### config.mk
export PLATFORM = sky130hd
export DESIGN_NAME = asc_channel
export DESIGN_NICKNAME = d
export VERILOG_FILES = /design/src/asc_fifo.v /design/src/asc_baud.v /design/src/asc_channel.v
export VERILOG_INCLUDE_DIRS = /design/src /design/src/src
export SDC_FILE = /design/constraint.sdc
export NUM_CORES = 1
export LEC_CHECK = 0
export ABC_AREA = 1
export BUFFER_PORTS_ARGS = -buffer_cell sky130_fd_sc_hd__buf_2
export CAP_MARGIN = 20
export CORE_MARGIN = 1
export CORE_UTILIZATION = 65
export DETAILED_ROUTE_END_ITERATION = 10
export PLACE_DENSITY_LB_ADDON = 0.25
export SYNTH_ARGS = -nofsm -noshare
export SYNTH_HDL_FRONTEND = slang
export SYNTH_SLANG_ARGS = --single-unit
### constraint.sdc
create_clock -name clk_i -period 13.75 [get_ports clk_i]
set_input_delay 1.375 -clock clk_i [delete_from_list [all_inputs] [get_ports clk_i]]
set_output_delay 1.375 -clock clk_i [all_outputs]
set_load 0.01 [all_outputs]
### src/asc_map.vh
// Purpose: register offsets, field positions, reset values, timing counts
// Assumes: included by the serial channel design files
// Notes: definitions only
`ifndef ASC_MAP_VH
`define ASC_MAP_VH
`define ASC_OFF_HOLD 3'h0
`define ASC_OFF_MASK 3'h1
`define ASC_OFF_SRC 3'h2
`define ASC_OFF_FMT 3'h3
`define ASC_OFF_MCTL 3'h4
`define ASC_OFF_LSTAT 3'h5
`define ASC_OFF_MSTAT 3'h6
`define ASC_OFF_SCR 3'h7
`define ASC_FMT_PAR_EN 3
`define ASC_FMT_EVEN 4
`define ASC_FMT_STICK 5
`define ASC_FMT_BRK 6
`define ASC_FMT_DIV 7
`define ASC_MC_LOOP 4
`define ASC_MC_IRQ_EN 3
`define ASC_RST_MASK 8'h00
`define ASC_RST_FMT 8'h00
`define ASC_RST_MCTL 8'h00
`define ASC_RST_DIV 16'h0000
`define ASC_SRC_NONE 3'h1
`define ASC_SRC_LINE 3'h6
`define ASC_SRC_RXD 3'h4
`define ASC_SRC_THE 3'h2
`define ASC_SRC_MDM 3'h0
`define ASC_START_MID 4'h7
`define ASC_BIT_TICKS 4'hf
`define ASC_FIFO_DEPTH 32
`define ASC_FIFO_AW 5
`endif

### src/asc_fifo.v
// Purpose: transmit byte buffer between the holding register and the shifter
// Assumes: one clock, asynchronous clear
// Notes: flip-flop storage, honest full and empty
`timescale 1ns/1ps
module asc_fifo #(
  parameter WIDTH = 8,
  parameter DEPTH = 32,
  parameter AW = 5
) (
  input wire clk_i,              // Clock
  input wire sys_rst_i,          // Async reset, high
  input wire in_valid_i,         // Write request
  output wire in_ready_o,        // Space available
  input wire [WIDTH-1:0] in_data_i, // Write data
  output wire out_valid_o,       // Data available
  input wire out_ready_i,        // Read accept
  output wire [WIDTH-1:0] out_data_o // Head data
);
  reg [WIDTH-1:0] mem [0:DEPTH-1];
  reg [AW-1:0] wr_ptr;
  reg [AW-1:0] rd_ptr;
  reg [AW:0] count;
  wire push;
  wire pop;
  assign in_ready_o = (count != DEPTH[AW:0]);
  assign out_valid_o = (count != {(AW+1){1'b0}});
  assign out_data_o = mem[rd_ptr];
  assign push = in_valid_i && in_ready_o;
  assign pop = out_valid_o && out_ready_i;
  always @(posedge clk_i) begin
    if (push) begin
      mem[wr_ptr] <= in_data_i;
    end
  end
  always @(posedge clk_i or posedge sys_rst_i) begin
    if (sys_rst_i) begin
      wr_ptr <= {AW{1'b0}};
      rd_ptr <= {AW{1'b0}};
      count <= {(AW+1){1'b0}};
    end else begin
      if (push) begin
        wr_ptr <= wr_ptr + 1'b1;
      end
      if (pop) begin
        rd_ptr <= rd_ptr + 1'b1;
      end
      if (push && !pop) begin
        count <= count + 1'b1;
      end else if (pop && !push) begin
        count <= count - 1'b1;
      end
    end
  end
endmodule

### src/asc_baud.v
// Purpose: 16x baud tick divider
// Assumes: divisor below 2 is treated as stopped
// Notes: one-cycle tick every divisor clocks
`timescale 1ns/1ps
module asc_baud (
  input wire clk_i,          // Clock
  input wire sys_rst_i,      // Async reset, high
  input wire [15:0] div_i,   // Divisor
  output reg tick_o          // 16x enable pulse
);
  reg [15:0] cnt;
  always @(posedge clk_i or posedge sys_rst_i) begin
    if (sys_rst_i) begin
      cnt <= 16'h0000;
      tick_o <= 1'b0;
    end else if (div_i < 16'h0002) begin
      cnt <= 16'h0000;
      tick_o <= 1'b0;
    end else if (cnt >= div_i - 16'h0001) begin
      cnt <= 16'h0000;
      tick_o <= 1'b1;
    end else begin
      cnt <= cnt + 16'h0001;
      tick_o <= 1'b0;
    end
  end
endmodule

### src/asc_channel.v
// Purpose: one asynchronous serial channel with modem control
// Assumes: bus strobes synchronous to clk_i; one strobe per access
// Notes: transmit path buffered by a 32-entry FIFO before the shifter
`timescale 1ns/1ps
`include "asc_map.vh"
//
// Contract
// - Holding-empty flag sets when transmit path empty or byte moved on.
// - Start edge validated by low level after 7.5 ticks of 16x.
// - Baud divider uses 16-bit divisor 2..65535 giving 16x rate.
// - Mask bits 0..3 gate receive, holding empty, line, modem; upper zero.
// - Source code bits 2..1 by priority; bit 0 low when pending.
// - Only highest pending source reported until serviced.
// - Format bits 1..0 select 5 to 8 data bits.
// - Format bit 2 gives 1.5 stops for 5 bits, else two.
// - Format bit 3 enables parity; bit 4 selects even.
// - Format bit 5 forces parity to inverse of bit 4.
// - Format bit 6 holds serial output low for break, outside loopback.
// - Format bit 7 maps offsets 0 and 1 to divisor bytes.
// - Control bits 0,1 drive terminal-ready and send-request low when set, outside loopback.
// - Control bit 3 enables interrupt output and drives aux2 low outside loopback.
// - Control bit 4 loops transmitter to receiver and modem outputs back.
// - In loopback modem changes come from low control bits.
// - Line status bits 0..4: ready, overrun, parity, framing, break.
// - Status bit 5 holding empty, bit 6 all empty, bit 7 zero.
// - Modem deltas set on change, bell on trailing edge; cleared by read.
// - Modem bits 4..7 are inverted inputs, or control bits in loopback.
// - Reset clears mask, format, control; source 01; status 0x60.
// - Three address lines select the eight registers.
// - Chip select with low strobes writes or reads registers.
// - Interrupt high while any enabled condition is present.
// - Reset clears outputs and registers, idles serial lines.
module asc_channel (
  input wire clk_i,              // Clock 100 MHz
  input wire sys_rst_i,          // Master reset, async high
  input wire chip_sel_n_i,       // Chip select, low
  input wire [2:0] addr_i,       // Register address
  input wire read_strobe_n_i,    // Read strobe, low
  input wire write_strobe_n_i,   // Write strobe, low
  input wire [7:0] data_i,       // Bus data in
  output reg [7:0] data_o,       // Bus data out
  output reg data_oe_n_o,        // Bus drive enable, low drives
  input wire serial_in_i,        // Serial receive
  output reg serial_out_o,       // Serial transmit
  input wire clear_send_n_i,     // Clear-to-send in, low
  input wire set_ready_n_i,      // Set-ready in, low
  input wire bell_in_n_i,        // Ring indicator in, low
  input wire carrier_detect_n_i, // Carrier in, low
  output reg term_ready_n_o,     // Terminal-ready out, low
  output reg send_req_n_o,       // Send-request out, low
  output reg aux_out1_n_o,       // Auxiliary 1 out, low
  output reg aux_out2_n_o,       // Auxiliary 2 out, low
  output reg irq_o,              // Interrupt, high
  output reg irq_oe_n_o,         // Interrupt drive enable, low drives
  output reg recv_avail_o,       // Receive data ready
  output reg xmit_space_o        // Holding register empty
);
  localparam TX_IDLE = 5'b00001;
  localparam TX_START = 5'b00010;
  localparam TX_DATA = 5'b00100;
  localparam TX_PAR = 5'b01000;
  localparam TX_STOP = 5'b10000;
  localparam RX_IDLE = 4'b0001;
  localparam RX_START = 4'b0010;
  localparam RX_DATA = 4'b0100;
  localparam RX_STOPB = 4'b1000;

  reg [7:0] irq_mask;
  reg [7:0] line_format;
  reg [4:0] modem_control;
  reg [7:0] scratch;
  reg [7:0] divisor_low;
  reg [7:0] divisor_high;
  reg [7:0] recv_hold_reg;
  reg [4:0] lstat;
  reg [3:0] mdelta;
  reg [3:0] mprev;
  reg thr_irq;
  reg rd_q;
  reg wr_q;
  wire tick;
  wire rd_now;
  wire wr_now;
  wire rd_pulse;
  wire wr_pulse;
  wire div_access;
  wire loop;
  wire [3:0] mnow;
  wire [3:0] data_bits;
  wire fifo_in_ready;
  wire fifo_out_valid;
  wire [7:0] fifo_out_data;
  reg fifo_pop;
  reg [4:0] tx_state;
  reg [7:0] xmit_shift_reg;
  reg [3:0] tx_tick;
  reg [3:0] tx_cnt;
  reg tx_par;
  reg tx_line;
  reg [3:0] rx_state;
  reg [3:0] rx_tick;
  reg [3:0] rx_cnt;
  reg [7:0] rx_shift;
  reg rx_par;
  reg rx_prev;
  wire rx_line;
  wire tx_busy;
  wire hold_empty;
  wire all_empty;
  reg [2:0] next_src;
  reg [7:0] next_rd;

  asc_baud u_baud (
    .clk_i(clk_i),
    .sys_rst_i(sys_rst_i),
    .div_i({divisor_high, divisor_low}),
    .tick_o(tick)
  );

  assign rd_now = !chip_sel_n_i && !read_strobe_n_i;
  assign wr_now = !chip_sel_n_i && !write_strobe_n_i;
  assign rd_pulse = rd_now && !rd_q;
  assign wr_pulse = wr_now && !wr_q;
  assign div_access = line_format[`ASC_FMT_DIV];
  assign loop = modem_control[`ASC_MC_LOOP];
  assign data_bits = 4'h5 + {2'b00, line_format[1:0]};

  // Writes while buffer full are dropped
  asc_fifo #(
    .WIDTH(8),
    .DEPTH(`ASC_FIFO_DEPTH),
    .AW(`ASC_FIFO_AW)
  ) u_fifo (
    .clk_i(clk_i),
    .sys_rst_i(sys_rst_i),
    .in_valid_i(wr_pulse && !div_access && addr_i == `ASC_OFF_HOLD),
    .in_ready_o(fifo_in_ready),
    .in_data_i(data_i),
    .out_valid_o(fifo_out_valid),
    .out_ready_i(fifo_pop),
    .out_data_o(fifo_out_data)
  );

  assign tx_busy = (tx_state != TX_IDLE);
  // holding empty once bytes reach the shifter
  assign hold_empty = !fifo_out_valid;
  assign all_empty = hold_empty && !tx_busy;

  assign rx_line = loop ? tx_line : serial_in_i;
  // modem inputs as true levels: cts, dsr, ri, cd
  assign mnow = loop ? {modem_control[3], modem_control[2],
                        modem_control[0], modem_control[1]}
                     : {~carrier_detect_n_i, ~bell_in_n_i,
                        ~set_ready_n_i, ~clear_send_n_i};

  // Priority source, highest first
  always @* begin
    next_src = `ASC_SRC_NONE;
    if (irq_mask[2] && (|lstat[4:1])) begin
      next_src = `ASC_SRC_LINE;
    end else if (irq_mask[0] && lstat[0]) begin
      next_src = `ASC_SRC_RXD;
    end else if (irq_mask[1] && thr_irq) begin
      next_src = `ASC_SRC_THE;
    end else if (irq_mask[3] && (|mdelta)) begin
      next_src = `ASC_SRC_MDM;
    end
  end

  always @* begin
    next_rd = 8'h00;
    case (addr_i)
      `ASC_OFF_HOLD: next_rd = div_access ? divisor_low : recv_hold_reg;
      `ASC_OFF_MASK: next_rd = div_access ? divisor_high : {4'h0, irq_mask[3:0]};
      `ASC_OFF_SRC: next_rd = {5'b00000, next_src};
      `ASC_OFF_FMT: next_rd = line_format;
      `ASC_OFF_MCTL: next_rd = {3'b000, modem_control};
      `ASC_OFF_LSTAT: next_rd = {1'b0, all_empty, hold_empty, lstat};
      `ASC_OFF_MSTAT: next_rd = {mnow[3], mnow[2], mnow[1], mnow[0], mdelta};
      `ASC_OFF_SCR: next_rd = scratch;
      default: next_rd = 8'h00;
    endcase
  end

  // Register file and status
  always @(posedge clk_i or posedge sys_rst_i) begin
    if (sys_rst_i) begin
      irq_mask <= `ASC_RST_MASK;
      line_format <= `ASC_RST_FMT;
      modem_control <= 5'h00;
      scratch <= 8'h00;
      divisor_low <= 8'h00;
      divisor_high <= 8'h00;
      lstat <= 5'h00;
      mdelta <= 4'h0;
      mprev <= 4'h0;
      thr_irq <= 1'b0;
      rd_q <= 1'b0;
      wr_q <= 1'b0;
      data_o <= 8'h00;
      data_oe_n_o <= 1'b1;
    end else begin
      rd_q <= rd_now;
      wr_q <= wr_now;
      mprev <= mnow;
      data_oe_n_o <= !rd_now;
      if (rd_pulse) begin
        data_o <= next_rd;
      end
      if (wr_pulse) begin
        case (addr_i)
          `ASC_OFF_HOLD: if (div_access) divisor_low <= data_i;
          `ASC_OFF_MASK: begin
            if (div_access) begin
              divisor_high <= data_i;
            end else begin
              irq_mask <= {4'h0, data_i[3:0]};
            end
          end
          `ASC_OFF_FMT: line_format <= data_i;
          `ASC_OFF_MCTL: modem_control <= data_i[4:0];
          `ASC_OFF_SCR: scratch <= data_i;
          default: scratch <= scratch;
        endcase
      end
      // Holding-empty source: set on each pop to the shifter, cleared by write or source read
      if (fifo_pop && fifo_out_valid) begin
        thr_irq <= 1'b1;
      end else if (wr_pulse && !div_access && addr_i == `ASC_OFF_HOLD) begin
        thr_irq <= 1'b0;
      end else if (rd_pulse && addr_i == `ASC_OFF_SRC && next_src == `ASC_SRC_THE) begin
        thr_irq <= 1'b0;
      end
      // deltas, set wins over read clear
      if (rd_pulse && addr_i == `ASC_OFF_MSTAT) begin
        mdelta <= {mnow[3] ^ mprev[3], mprev[2] & ~mnow[2],
                   mnow[1] ^ mprev[1], mnow[0] ^ mprev[0]};
      end else begin
        mdelta <= mdelta | {mnow[3] ^ mprev[3], mprev[2] & ~mnow[2],
                            mnow[1] ^ mprev[1], mnow[0] ^ mprev[0]};
      end
      if (rd_pulse && !div_access && addr_i == `ASC_OFF_HOLD) begin
        lstat[0] <= 1'b0;
      end
      if (rd_pulse && addr_i == `ASC_OFF_LSTAT) begin
        lstat[4:1] <= 4'h0;
      end
      if (tick && rx_state == RX_STOPB && rx_tick == `ASC_BIT_TICKS) begin
        lstat[0] <= 1'b1;
        lstat[1] <= lstat[0] | lstat[1];
        lstat[2] <= line_format[`ASC_FMT_PAR_EN] & rx_par;
        lstat[3] <= !rx_line;
        lstat[4] <= !rx_line && rx_shift == 8'h00 && !rx_par;
      end
    end
  end

  // Transmitter
  always @(posedge clk_i or posedge sys_rst_i) begin
    if (sys_rst_i) begin
      tx_state <= TX_IDLE;
      xmit_shift_reg <= 8'h00;
      tx_tick <= 4'h0;
      tx_cnt <= 4'h0;
      tx_par <= 1'b0;
      tx_line <= 1'b1;
      fifo_pop <= 1'b0;
    end else begin
      fifo_pop <= 1'b0;
      if (tick) begin
        tx_tick <= tx_tick + 4'h1;
        case (tx_state)
          TX_IDLE: begin
            tx_tick <= 4'h0;
            tx_line <= 1'b1;
            if (fifo_out_valid && !fifo_pop) begin
              xmit_shift_reg <= fifo_out_data;
              fifo_pop <= 1'b1;
              tx_par <= 1'b0;
              tx_line <= 1'b0;
              tx_state <= TX_START;
            end
          end
          TX_START: if (tx_tick == `ASC_BIT_TICKS) begin
            tx_line <= xmit_shift_reg[0];
            tx_par <= xmit_shift_reg[0];
            xmit_shift_reg <= {1'b0, xmit_shift_reg[7:1]};
            tx_cnt <= 4'h1;
            tx_state <= TX_DATA;
          end
          TX_DATA: if (tx_tick == `ASC_BIT_TICKS) begin
            if (tx_cnt == data_bits) begin
              if (line_format[`ASC_FMT_PAR_EN]) begin
                tx_line <= line_format[`ASC_FMT_STICK] ? !line_format[`ASC_FMT_EVEN]
                         : (tx_par ^ !line_format[`ASC_FMT_EVEN]);
                tx_state <= TX_PAR;
              end else begin
                tx_line <= 1'b1;
                tx_cnt <= 4'h0;
                tx_state <= TX_STOP;
              end
            end else begin
              tx_line <= xmit_shift_reg[0];
              tx_par <= tx_par ^ xmit_shift_reg[0];
              xmit_shift_reg <= {1'b0, xmit_shift_reg[7:1]};
              tx_cnt <= tx_cnt + 4'h1;
            end
          end
          TX_PAR: if (tx_tick == `ASC_BIT_TICKS) begin
            tx_line <= 1'b1;
            tx_cnt <= 4'h0;
            tx_state <= TX_STOP;
          end
          TX_STOP: begin
            // one, one and a half or two stops, in half bits
            if (tx_tick == `ASC_BIT_TICKS || tx_tick == `ASC_START_MID) begin
              tx_cnt <= tx_cnt + 4'h1;
              if (tx_cnt + 4'h1 >= (!line_format[2] ? 4'h2 :
                  (line_format[1:0] == 2'b00 ? 4'h3 : 4'h4))) begin
                tx_state <= TX_IDLE;
              end
            end
          end
          default: tx_state <= TX_IDLE;
        endcase
      end
    end
  end

  // Receiver
  always @(posedge clk_i or posedge sys_rst_i) begin
    if (sys_rst_i) begin
      rx_state <= RX_IDLE;
      rx_tick <= 4'h0;
      rx_cnt <= 4'h0;
      rx_shift <= 8'h00;
      rx_par <= 1'b0;
      rx_prev <= 1'b1;
      recv_hold_reg <= 8'h00;
    end else if (tick) begin
      rx_prev <= rx_line;
      rx_tick <= rx_tick + 4'h1;
      case (rx_state)
        RX_IDLE: begin
          rx_tick <= 4'h0;
          if (rx_prev && !rx_line) begin
            rx_state <= RX_START;
          end
        end
        RX_START: if (rx_tick == `ASC_START_MID - 4'h1) begin
          if (rx_line) begin
            rx_state <= RX_IDLE;
          end else begin
            rx_tick <= 4'h0;
            rx_cnt <= 4'h0;
            rx_shift <= 8'h00;
            rx_par <= 1'b0;
            rx_state <= RX_DATA;
          end
        end
        RX_DATA: if (rx_tick == `ASC_BIT_TICKS) begin
          if (rx_cnt < data_bits) begin
            rx_shift <= {rx_line, rx_shift[7:1]};
            rx_par <= rx_par ^ rx_line;
            rx_cnt <= rx_cnt + 4'h1;
            if (rx_cnt + 4'h1 == data_bits && !line_format[`ASC_FMT_PAR_EN]) begin
              rx_state <= RX_STOPB;
            end
          end else begin
            rx_par <= line_format[`ASC_FMT_STICK] ? (rx_line == line_format[`ASC_FMT_EVEN])
                    : (rx_par ^ rx_line ^ !line_format[`ASC_FMT_EVEN]);
            rx_state <= RX_STOPB;
          end
        end
        RX_STOPB: if (rx_tick == `ASC_BIT_TICKS) begin
          recv_hold_reg <= rx_shift >> (4'h8 - data_bits);
          rx_state <= RX_IDLE;
        end
        default: rx_state <= RX_IDLE;
      endcase
    end
  end

  // Registered pin outputs
  always @(posedge clk_i or posedge sys_rst_i) begin
    if (sys_rst_i) begin
      serial_out_o <= 1'b1;
      term_ready_n_o <= 1'b1;
      send_req_n_o <= 1'b1;
      aux_out1_n_o <= 1'b1;
      aux_out2_n_o <= 1'b1;
      irq_o <= 1'b0;
      irq_oe_n_o <= 1'b1;
      recv_avail_o <= 1'b0;
      xmit_space_o <= 1'b1;
    end else begin
      // break and loopback on the pin
      serial_out_o <= loop ? 1'b1 : (tx_line && !line_format[`ASC_FMT_BRK]);
      // modem outputs, forced inactive in loopback
      term_ready_n_o <= loop ? 1'b1 : !modem_control[0];
      send_req_n_o <= loop ? 1'b1 : !modem_control[1];
      aux_out1_n_o <= loop ? 1'b1 : !modem_control[2];
      aux_out2_n_o <= loop ? 1'b1 : !modem_control[`ASC_MC_IRQ_EN];
      irq_oe_n_o <= !modem_control[`ASC_MC_IRQ_EN];
      irq_o <= (next_src != `ASC_SRC_NONE);
      recv_avail_o <= lstat[0];
      xmit_space_o <= hold_empty;
    end
  end
endmodule

==> summary.md, run 1 <==
| Metric | Value |
|---|---|
| WP data required | 14.17 ns |
| Syn-to-layout area delta | 9.73% |
| Post-synth ARST share | 38.8% |
| Most frequent cell after synthesis | nand2_1 |
| Kind of critical path | input port to flop |
| # DRC | 0 |
| Max reg flops | 256 |
| Num CTS Buffers | 42 |
| Final setup viols | 0 |
| WL per Instance | 18.4 um |
| Footprint of the multi-input gates | 0.00681 mm^2 |
| Postcts setup bufs | 0 |
| Max cap viols | 0 |
| FP Rows | 63 |
| CTS Hold Bufs | 0 |
| Yosys Warn Count | 0 |
| Detailed Route WL | 48.2 mm |
| H-tree depth | 2 |
| Via density | 5.81 |
| Netlist Area Pre-Place | 0.0199 mm^2 |
| Biggest regs | u_fifo.mem x256, u_baud.cnt x16 |
| First-pass GRT wire length | 76.2 mm |
| Routability cong. | 0.912 |
| Max clock buf depth | 3 |
| I/O Pins | 39 |
| Dominant cells by area after synthesis | edfxtp_1 39%, dfrtp_1 19%, nand2_1 12%, nand3_1 5.4%, inv_1 4.8% |
| WP buf/inv | 3 |
| Top_reg_cell synth | edfxtp_1 |
| Crit path top cell by count | nand2_1 |
| Slew margin rel. | 30.7% |
| Crit path max fanout | 8 |
| Crit start category | input port |
| Max Fclk | 0.295 GHz |
| Leak Pwr | 9.60 nW |
| Worst-margin pin slew | 1.04 ns |
| Initial core utilization | 66.6% |
| Reg area | 0.0118 mm^2 |
| Cell at the slowest stage of the critical path | ha_1 |
| Post-Layout Cell Count | 2615 |
| Status | finished, final reports clean |
| Unrepaired setup endpoints after global routing | no |
| GRT Total Usage | 31.5% |
| Clk Latency, worst-skew pair | 0.54 ns |
| Fillers | 2105 |
| R2R depth | 17 |
| Syn avg cell area | 9.17 um^2 |
| First drt pass iteration count | 6 |
| Seq/Total Area, Yosys | 59.1% |
| Ant diodes | 0 |
| CTS tree | done |
| Vias | 15182 |
| DP HPWL | 30.7 mm |
| Final Max Tran Viols | 0 |
| Setup TNS Final | 0 ns |
| Die footprint | 0.0313 mm^2 |
| IO Port Bufs | 38 |
| Largest net degree at the start of global routing | 106 |
| DRT iter0 DRCs | 1733 |
| Number of synthesized flops with an enable pin | 256 |
| P per Cell Area | 136 mW/mm^2 |
| Commonest cells post-synth | 617 x nand2_1, 256 x edfxtp_1, 255 x inv_1, 213 x nand3_1, 189 x nor2_1 |
| Syn Nets | 2233 |
| Hold Path Depth | 2 |
| Die width | 177 um |
| Tmin final | 3.38 ns |
| Synth Register Bits | 418 |
| Post-cts gate resize count | 0 |
| Hold WC Path Type | flop to flop |
| Fin. Hold Viols | 0 |
| Layout Nets | 2255 |
| Number of global-route vias before repair | 14560 |
| Clock transition at the registers of the reported paths | 0.06 ns |
| GRT Residual Overflow | 0 |
| Antenna viol nets, final | 0 |
| CP top delay family | simple AND/OR/NAND/NOR gates |
| CP arrival | 3.81 ns |
| Clock Tree Root | clkbuf_16 |
| Core area | 0.0299 mm^2 |
| Top reg by flops | u_fifo.mem |
| Placed cell count | 2534 |
| Top cell type by total area after synthesis | edfxtp_1 |
| Crit end category | flop |
| Die height | 177 um |
| Hold_ws | 0.477 ns |
| Worst VDD drop | 0.112 mV |
| Largest stage delay on the critical path | 0.37 ns |
| Clock Skews | 0.0149 ns |
| Initial antenna violation count | 1 |
| Clk sinks | 418 |
| Cell count after synthesis | 2169 |
| Fraction of layout cells with a size suffix above 1 | 7.91% |
| Worst-path cell chain | buf_2 -> nor3_4 -> nand2_1 -> nor2_1 -> nand2_2 -> inv_4 -> ha_1 -> inv_1 -> ha_1 -> nand3_1 -> nand3_1 -> nand2_1 -> a21oi_1 -> nor2_1 -> nand2_1 -> nand2_1 -> nand2_1 -> nand2_1 |
| Distinct cells, synth | 53 |
| Critical path depth | 18 |
| Tcrit/Tclk final | 24.6% |
| Yosys top cell area share | 38.6% |
## cells by family after synthesis
kind of cell | Yosys count | share of synthesized area, %
buffers and inverters | 336 | 6.68
AND/OR/NAND/NOR | 1103 | 23.6
adder cells (fa/ha/maj) | 43 | 2.74
flip-flops | 418 | 59.1
AO/OA/AOI/OAI | 236 | 6.40
XOR/XNOR | 33 | 1.45
## metal layers
layer  up-vias  track usage [%]  wire (um)
li1       7160                -          -
met1      7121             42.5      19400
met2       762             50.3      23000
met3       139             4.40       3640
met4         0             16.2       2220
met5         -                0          0
## worst paths after layout
path	slack [ns]	startpoint	endpoint
min	0.48	data_o[3]	data_o[3]
max in group asynchronous	11.13	sys_rst_i	u_fifo.rd_ptr[0]
min in group asynchronous	0.99	sys_rst_i	xmit_shift_reg[2]
min reg2reg	0.48	data_o[3]	data_o[3]
max reg2reg	10.56	line_format[7]	u_fifo.count[5]
max	10.37	write_strobe_n_i	u_fifo.count[5]
## report_power, final
group	total, mW	switching, mW	internal (mW)
combinational	0.283	0.193	0.0903
clock	1.23	0.486	0.740
sequential	1.46	0.0623	1.40
## area by class of cell
type                    count  share of cell area, %
inverters                 268                   4.65
multi-input cells        1415                   31.2
flip-flops and latches    418                   53.9
repair buffers             46                   1.19
well taps                 390                   2.24
clock buffers              50                   5.34
clock inverters            28                   1.52
## per-stage QoR
step                power, mW  utilization [%]  area, um^2  setup WS (ns)
floorplan                1.65                -       19900           8.02
global placement         1.74             68.0       20300          10.05
detailed placement       1.76             68.0       20300           9.94
CTS                      2.97             73.0       21800          10.43
global route             3.06             73.1       21800          10.16
finish                   2.97             73.1       21800          10.37
## placed cells by master, fill, tap and decap left out, types with 4 or more instances in the layout
cell type	Yosys	layout
nand3_1	213	213
o22ai_1	5	5
clkinv_2	0	13
nor2_4	6	6
buf_2	40	39
ha_1	42	42
dfstp_2	12	12
nand2_1	617	617
o211ai_1	11	11
bufinv_16	0	7
a21oi_1	59	59
nor2_2	6	6
xor2_1	24	24
inv_2	9	9
clkinv_1	3	6
buf_4	4	5
clkbuf_16	0	45
edfxtp_1	256	256
o21ai_1	17	17
inv_1	255	253
o21bai_1	6	6
clkinv_4	0	4
nor3_1	27	27
o21ai_0	122	122
or2_2	4	4
xnor2_1	9	9
nor2_1	189	189
dfrtp_1	150	148
nand4_1	21	21
## tightest hold or removal path: cells and delay by family (launching register included)
kind / cells / cell delay [ns]
flip-flops: 1 / 0.34
AND/OR/NAND/NOR: 2 / 0.10
Power figures use the tool's default switching activity.
==> run 2, diff against run 1 <==
--- a/config.mk
+++ b/config.mk
@@ -6,11 +6,11 @@
 export SDC_FILE = /design/constraint.sdc
 export NUM_CORES = 1
 export LEC_CHECK = 0
-export ABC_AREA = 1
+export ABC_AREA = 0
 export BUFFER_PORTS_ARGS = -buffer_cell sky130_fd_sc_hd__buf_2
 export CAP_MARGIN = 20
 export CORE_MARGIN = 1
-export CORE_UTILIZATION = 65
+export CORE_UTILIZATION = 63
 export DETAILED_ROUTE_END_ITERATION = 10
 export PLACE_DENSITY_LB_ADDON = 0.25
 export SYNTH_ARGS = -nofsm -noshare
==> constraint.sdc (replaced) <==
create_clock -name clk_i -period 3.2 [get_ports clk_i]
set_input_delay 0.32 -clock clk_i [delete_from_list [all_inputs] [get_ports clk_i]]
set_output_delay 0.32 -clock clk_i [all_outputs]
set_load 0.01 [all_outputs]
==> run 2 against run 1 <==
Non-clock buffer count up 69; register-to-register slack worse by 10 ns; global-route usage down 1.9 points; cell area down 1.9%; sequential power rose to 4.3 times the previous value; combinational power rose to 5.9 times the previous value; sequential share of layout area up 1.1 points; clock power rose to 4.1 times the previous value; critical path type is now flop to flop; largest power group unchanged.
==> summary.md, run 2 <==
| Metric | Value |
|---|---|
| Vias | 12040 (was 15182) |
| Crit start category | flop (was input port) |
| DRT iter0 DRCs | 1222 (was 1733) |
| Number of synthesized flops with an enable pin | 256 (unchanged) |
| Die width | 175 um (was 177 um) |
| Die footprint | 0.0306 mm^2 (was 0.0313 mm^2) |
| Antenna viol nets, final | 0 (unchanged) |
| Kind of critical path | flop to flop (was input port to flop) |
| Clock power frac | 38.8% (was 41.3%) |
| Yosys Warn Count | 0 (unchanged) |
| Initial core utilization | 64.9% (was 66.6%) |
| Syn-to-layout area delta | 13.4% (was 9.73%) |
| Yosys top cell area share | 40.7% (was 38.6%) |
| Max reg flops | 256 (unchanged) |
| Die height | 175 um (was 177 um) |
| Max Fclk | 0.330 GHz |
| Routability cong. | 0.892 (was 0.912) |
| Fraction of layout cells with a size suffix above 1 | 22.4% (was 7.91%) |
| Hold_ws | 0.0236 ns (was 0.477 ns) |
| CTS tree | done (unchanged) |
| Max cap viols | 0 (unchanged) |
| GRT Total Usage | 29.7% (was 31.5%) |
| Largest net degree at the start of global routing | 52 (was 106) |
| Biggest regs | u_fifo.mem x256, u_baud.cnt x16 (unchanged) |
| Distinct cells, synth | 75 (was 53) |
| Detailed Route WL | 43.7 mm (was 48.2 mm) |
| Netlist Area Pre-Place | 0.0189 mm^2 (was 0.0199 mm^2) |
| P per Cell Area | 609 mW/mm^2 (was 136 mW/mm^2) |
| Clk Latency, worst-skew pair | 0.54 ns (about the same) |
| Number of global-route vias before repair | 12127 (was 14560) |
| CP arrival | 3.46 ns (was 3.81 ns) |
| Reg2reg start | divisor_high[2] (was line_format[7]) |
| Unrepaired setup endpoints after global routing | no (unchanged) |
| I/O Pins | 39 (unchanged) |
| Layout Nets | 1522 (was 2255) |
| Top reg by flops | u_fifo.mem (unchanged) |
| Fillers | 1788 (was 2105) |
| # DRC | 0 (unchanged) |
| Most frequent cell after synthesis | edfxtp_1 (was nand2_1) |
| Clk sinks | 418 (unchanged) |
| IO Port Bufs | 38 (unchanged) |
| Comb pwr share | 12.9% (was 9.6%) |
| Initial antenna violation count | 2 (was 1) |
| Post-synth ARST share | 38.8% (unchanged) |
| Most frequent cells in the layout | 256 x edfxtp_1, 149 x dfrtp_1, 103 x nand2_1 (was 617 x nand2_1, 256 x edfxtp_1, 253 x inv_1) |
| Ant diodes | 0 (unchanged) |
| Crit path max fanout | 17 (was 8) |
| Worst-margin pin slew | 1.05 ns (was 1.04 ns) |
| Cell count after synthesis | 1358 (was 2169) |
| Pint | 9.74 mW (was 2.23 mW) |
| Clock Skews | 0.0162 ns (was 0.0149 ns) |
| Seq/Total Area, Yosys | 62.3% (was 59.1%) |
| Hold WC Path Type | input port to flop (was flop to flop) |
| Syn Nets | 1422 (was 2233) |
| Hold path start | read_strobe_n_i (was data_o[3]) |
| GRT Residual Overflow | 0 (unchanged) |
| Setup TNS Final | 0 ns (unchanged) |
| WP data required | 3.63 ns (was 14.17 ns) |
| Status | finished, final reports clean (unchanged) |
| Final Max Tran Viols | 0 (unchanged) |
| Via density | 6.41 (was 5.81) |
| Switching share of power | 25.2% (was 25.0%) |
| Tcrit/Tclk final | 94.6% |
| Synth Register Bits | 418 (unchanged) |
| FP Rows | 62 (was 63) |
| Slew margin rel. | 29.9% (was 30.7%) |
| Tmin final | 3.03 ns |
| Clock Tree Root | clkbuf_16 (unchanged) |
| Num CTS Buffers | 43 (was 42) |
| Top_reg_cell synth | edfxtp_1 (unchanged) |
| Placed standard-cell area | 0.0199 mm^2 (was 0.0203 mm^2) |
| WL per Instance | 23.3 um (was 18.4 um) |
| R2R setup slack | 0.17 ns (was 10.56 ns) |
| Crit end category | flop (unchanged) |
| Worst hold endpoint | data_oe_n_o (was data_o[3]) |
| Commonest cells post-synth | 256 x edfxtp_1, 150 x dfrtp_1, 103 x nand2_1, 96 x nor2_1, 60 x o21ai_0 (was 617 x nand2_1, 256 x edfxtp_1, 255 x inv_1, 213 x nand3_1, 189 x nor2_1) |
| First-pass GRT wire length | 68.5 mm (was 76.2 mm) |
| Hold Path Depth | 2 (unchanged) |
| Syn avg cell area | 13.9 um^2 (was 9.17 um^2) |
| Fin. Hold Viols | 0 (unchanged) |
| Final setup viols | 0 (unchanged) |
| Net Switching | 3.28 mW (was 0.741 mW) |
| Worst VDD drop | 0.472 mV (was 0.112 mV) |
| Max clock buf depth | 3 (unchanged) |
| H-tree depth | 2 (unchanged) |
| RR Endpoint | u_baud.tick_o (was u_fifo.count[5]) |
| Design area | 0.0214 mm^2 (was 0.0218 mm^2) |
| Most common cell after layout, fill and taps aside | edfxtp_1 (was nand2_1) |
| Clock transition at the registers of the reported paths | 0.06 ns (about the same) |
| Power share of the sequential group | 48.2% (was 49.1%) |
| Core area | 0.0291 mm^2 (was 0.0299 mm^2) |
| Leak Pwr | 8.21 nW (was 9.60 nW) |
| First drt pass iteration count | 5 (was 6) |
| R2R depth | 12 (was 17) |
| DP HPWL | 27.6 mm (was 30.7 mm) |
| Dominant cells by area after synthesis | edfxtp_1 41%, dfrtp_1 20%, mux4_2 6.8%, mux2_2 3.2%, ha_1 2.8% (was edfxtp_1 39%, dfrtp_1 19%, nand2_1 12%, nand3_1 5.4%, inv_1 4.8%) |
| Top cell type by total area after synthesis | edfxtp_1 (unchanged) |
[run 2: cell types whose count changed after synthesis, moves of 19 or more]
cell / change
a22o_1: +19
a211oi_1: +22
a21oi_1: -19
nor2_1: -93
nand2_1: -514
inv_1: -210
o21ai_0: -62
mux2i_1: +49
mux4_2: +57
nand3_1: -187
mux2_2: +53
xnor2_1: +30
buf_2: -29
[run 2: layout make-up]
| cell class | count | area (um^2) | area share [%] |
|---|---|---|---|
| inverter | 45 | 173 | 0.807 |
| sequential | 418 | 11800 | 54.9 |
| timing repair buffer | 115 | 855 | 3.99 |
| multi-input combinational | 835 | 6690 | 31.2 |
| tap | 384 | 480 | 2.24 |
| clock inverter | 24 | 244 | 1.14 |
| clock buffer | 56 | 1210 | 5.63 |
[run 2: power groups by stage]
stage | Combinational, mW | Clock, mW | Sequential, mW
after CTS | 1.67 | 5.11 | 6.28
final | 1.68 | 5.06 | 6.28
after global routing | 1.88 | 5.29 | 6.32
after floorplan | 1.18 | 0 | 6.31
after global placement | 1.59 | 0 | 6.36
after detailed placement | 1.64 | 0 | 6.38
[run 2: cells by family after synthesis]
family	after synthesis	share of synthesized area [%]
DFF	418	62.3
xor gates and xnor gates	55	2.55
adders and majority gates	43	2.89
buffers and inverters	105	2.39
muxes	159	12.6
and+or+nand+nor	353	9.27
AOI/OAI and AO/OA	225	8.02
[run 2: timing repair]
action	in CTS	in global routing
setup endpoints to repair	17	18
hold buffers	2	1
setup buffers	0	1
gates resized for setup	1	3
hold endpoints to repair	1	7
[run 2: through the flow]
stage	std cells	power, mW	setup WS (ns)	utilization, %
finish	1877	13.0	0.173	73.6
global route	1877	13.5	0.0138	73.6
CTS	1872	13.1	0.106	73.3
detailed placement	1790	8.02	-0.0285	68.3
global placement	1790	7.95	0.0763	68.3
floorplan	1358	7.49	0.0272	-
[run 2: worst max-delay path, cell delays in order, from the launching register on]
cell and delay (ns):
dfrtp_1 0.38, or4_1 0.56, or3_1 0.38, nor2_1 0.14
xnor2_1 0.13, ha_1 0.26, a21o_1 0.18, a21o_1 0.17
a21oi_1 0.12, o21ai_0 0.09, a21o_2 0.21, buf_12 0.15
and2_1 0.14
[run 2: worst max-delay path by stage]
stage                                from              end  slack, ns  cells past startpoint
after floorplan            line_format[0]      rx_shift[0]       0.03                     12
after global placement    divisor_high[2]    u_baud.tick_o       0.08                     10
after detailed placement  divisor_high[2]    u_baud.tick_o      -0.03                     10
after CTS                 divisor_high[2]    u_baud.tick_o       0.11                     10
after global routing      u_fifo.count[0]  u_fifo.count[5]       0.01                     13
final                     divisor_high[2]    u_baud.tick_o       0.17                     12
[run 2: per-layer routing]
metal	GRT usage [%]	up-vias	routed length, um
met5	0	-	27
met4	10.4	4	1460
met3	4.55	110	3150
met2	48.8	519	21700
met1	40.7	6064	17300
li1	-	5343	-
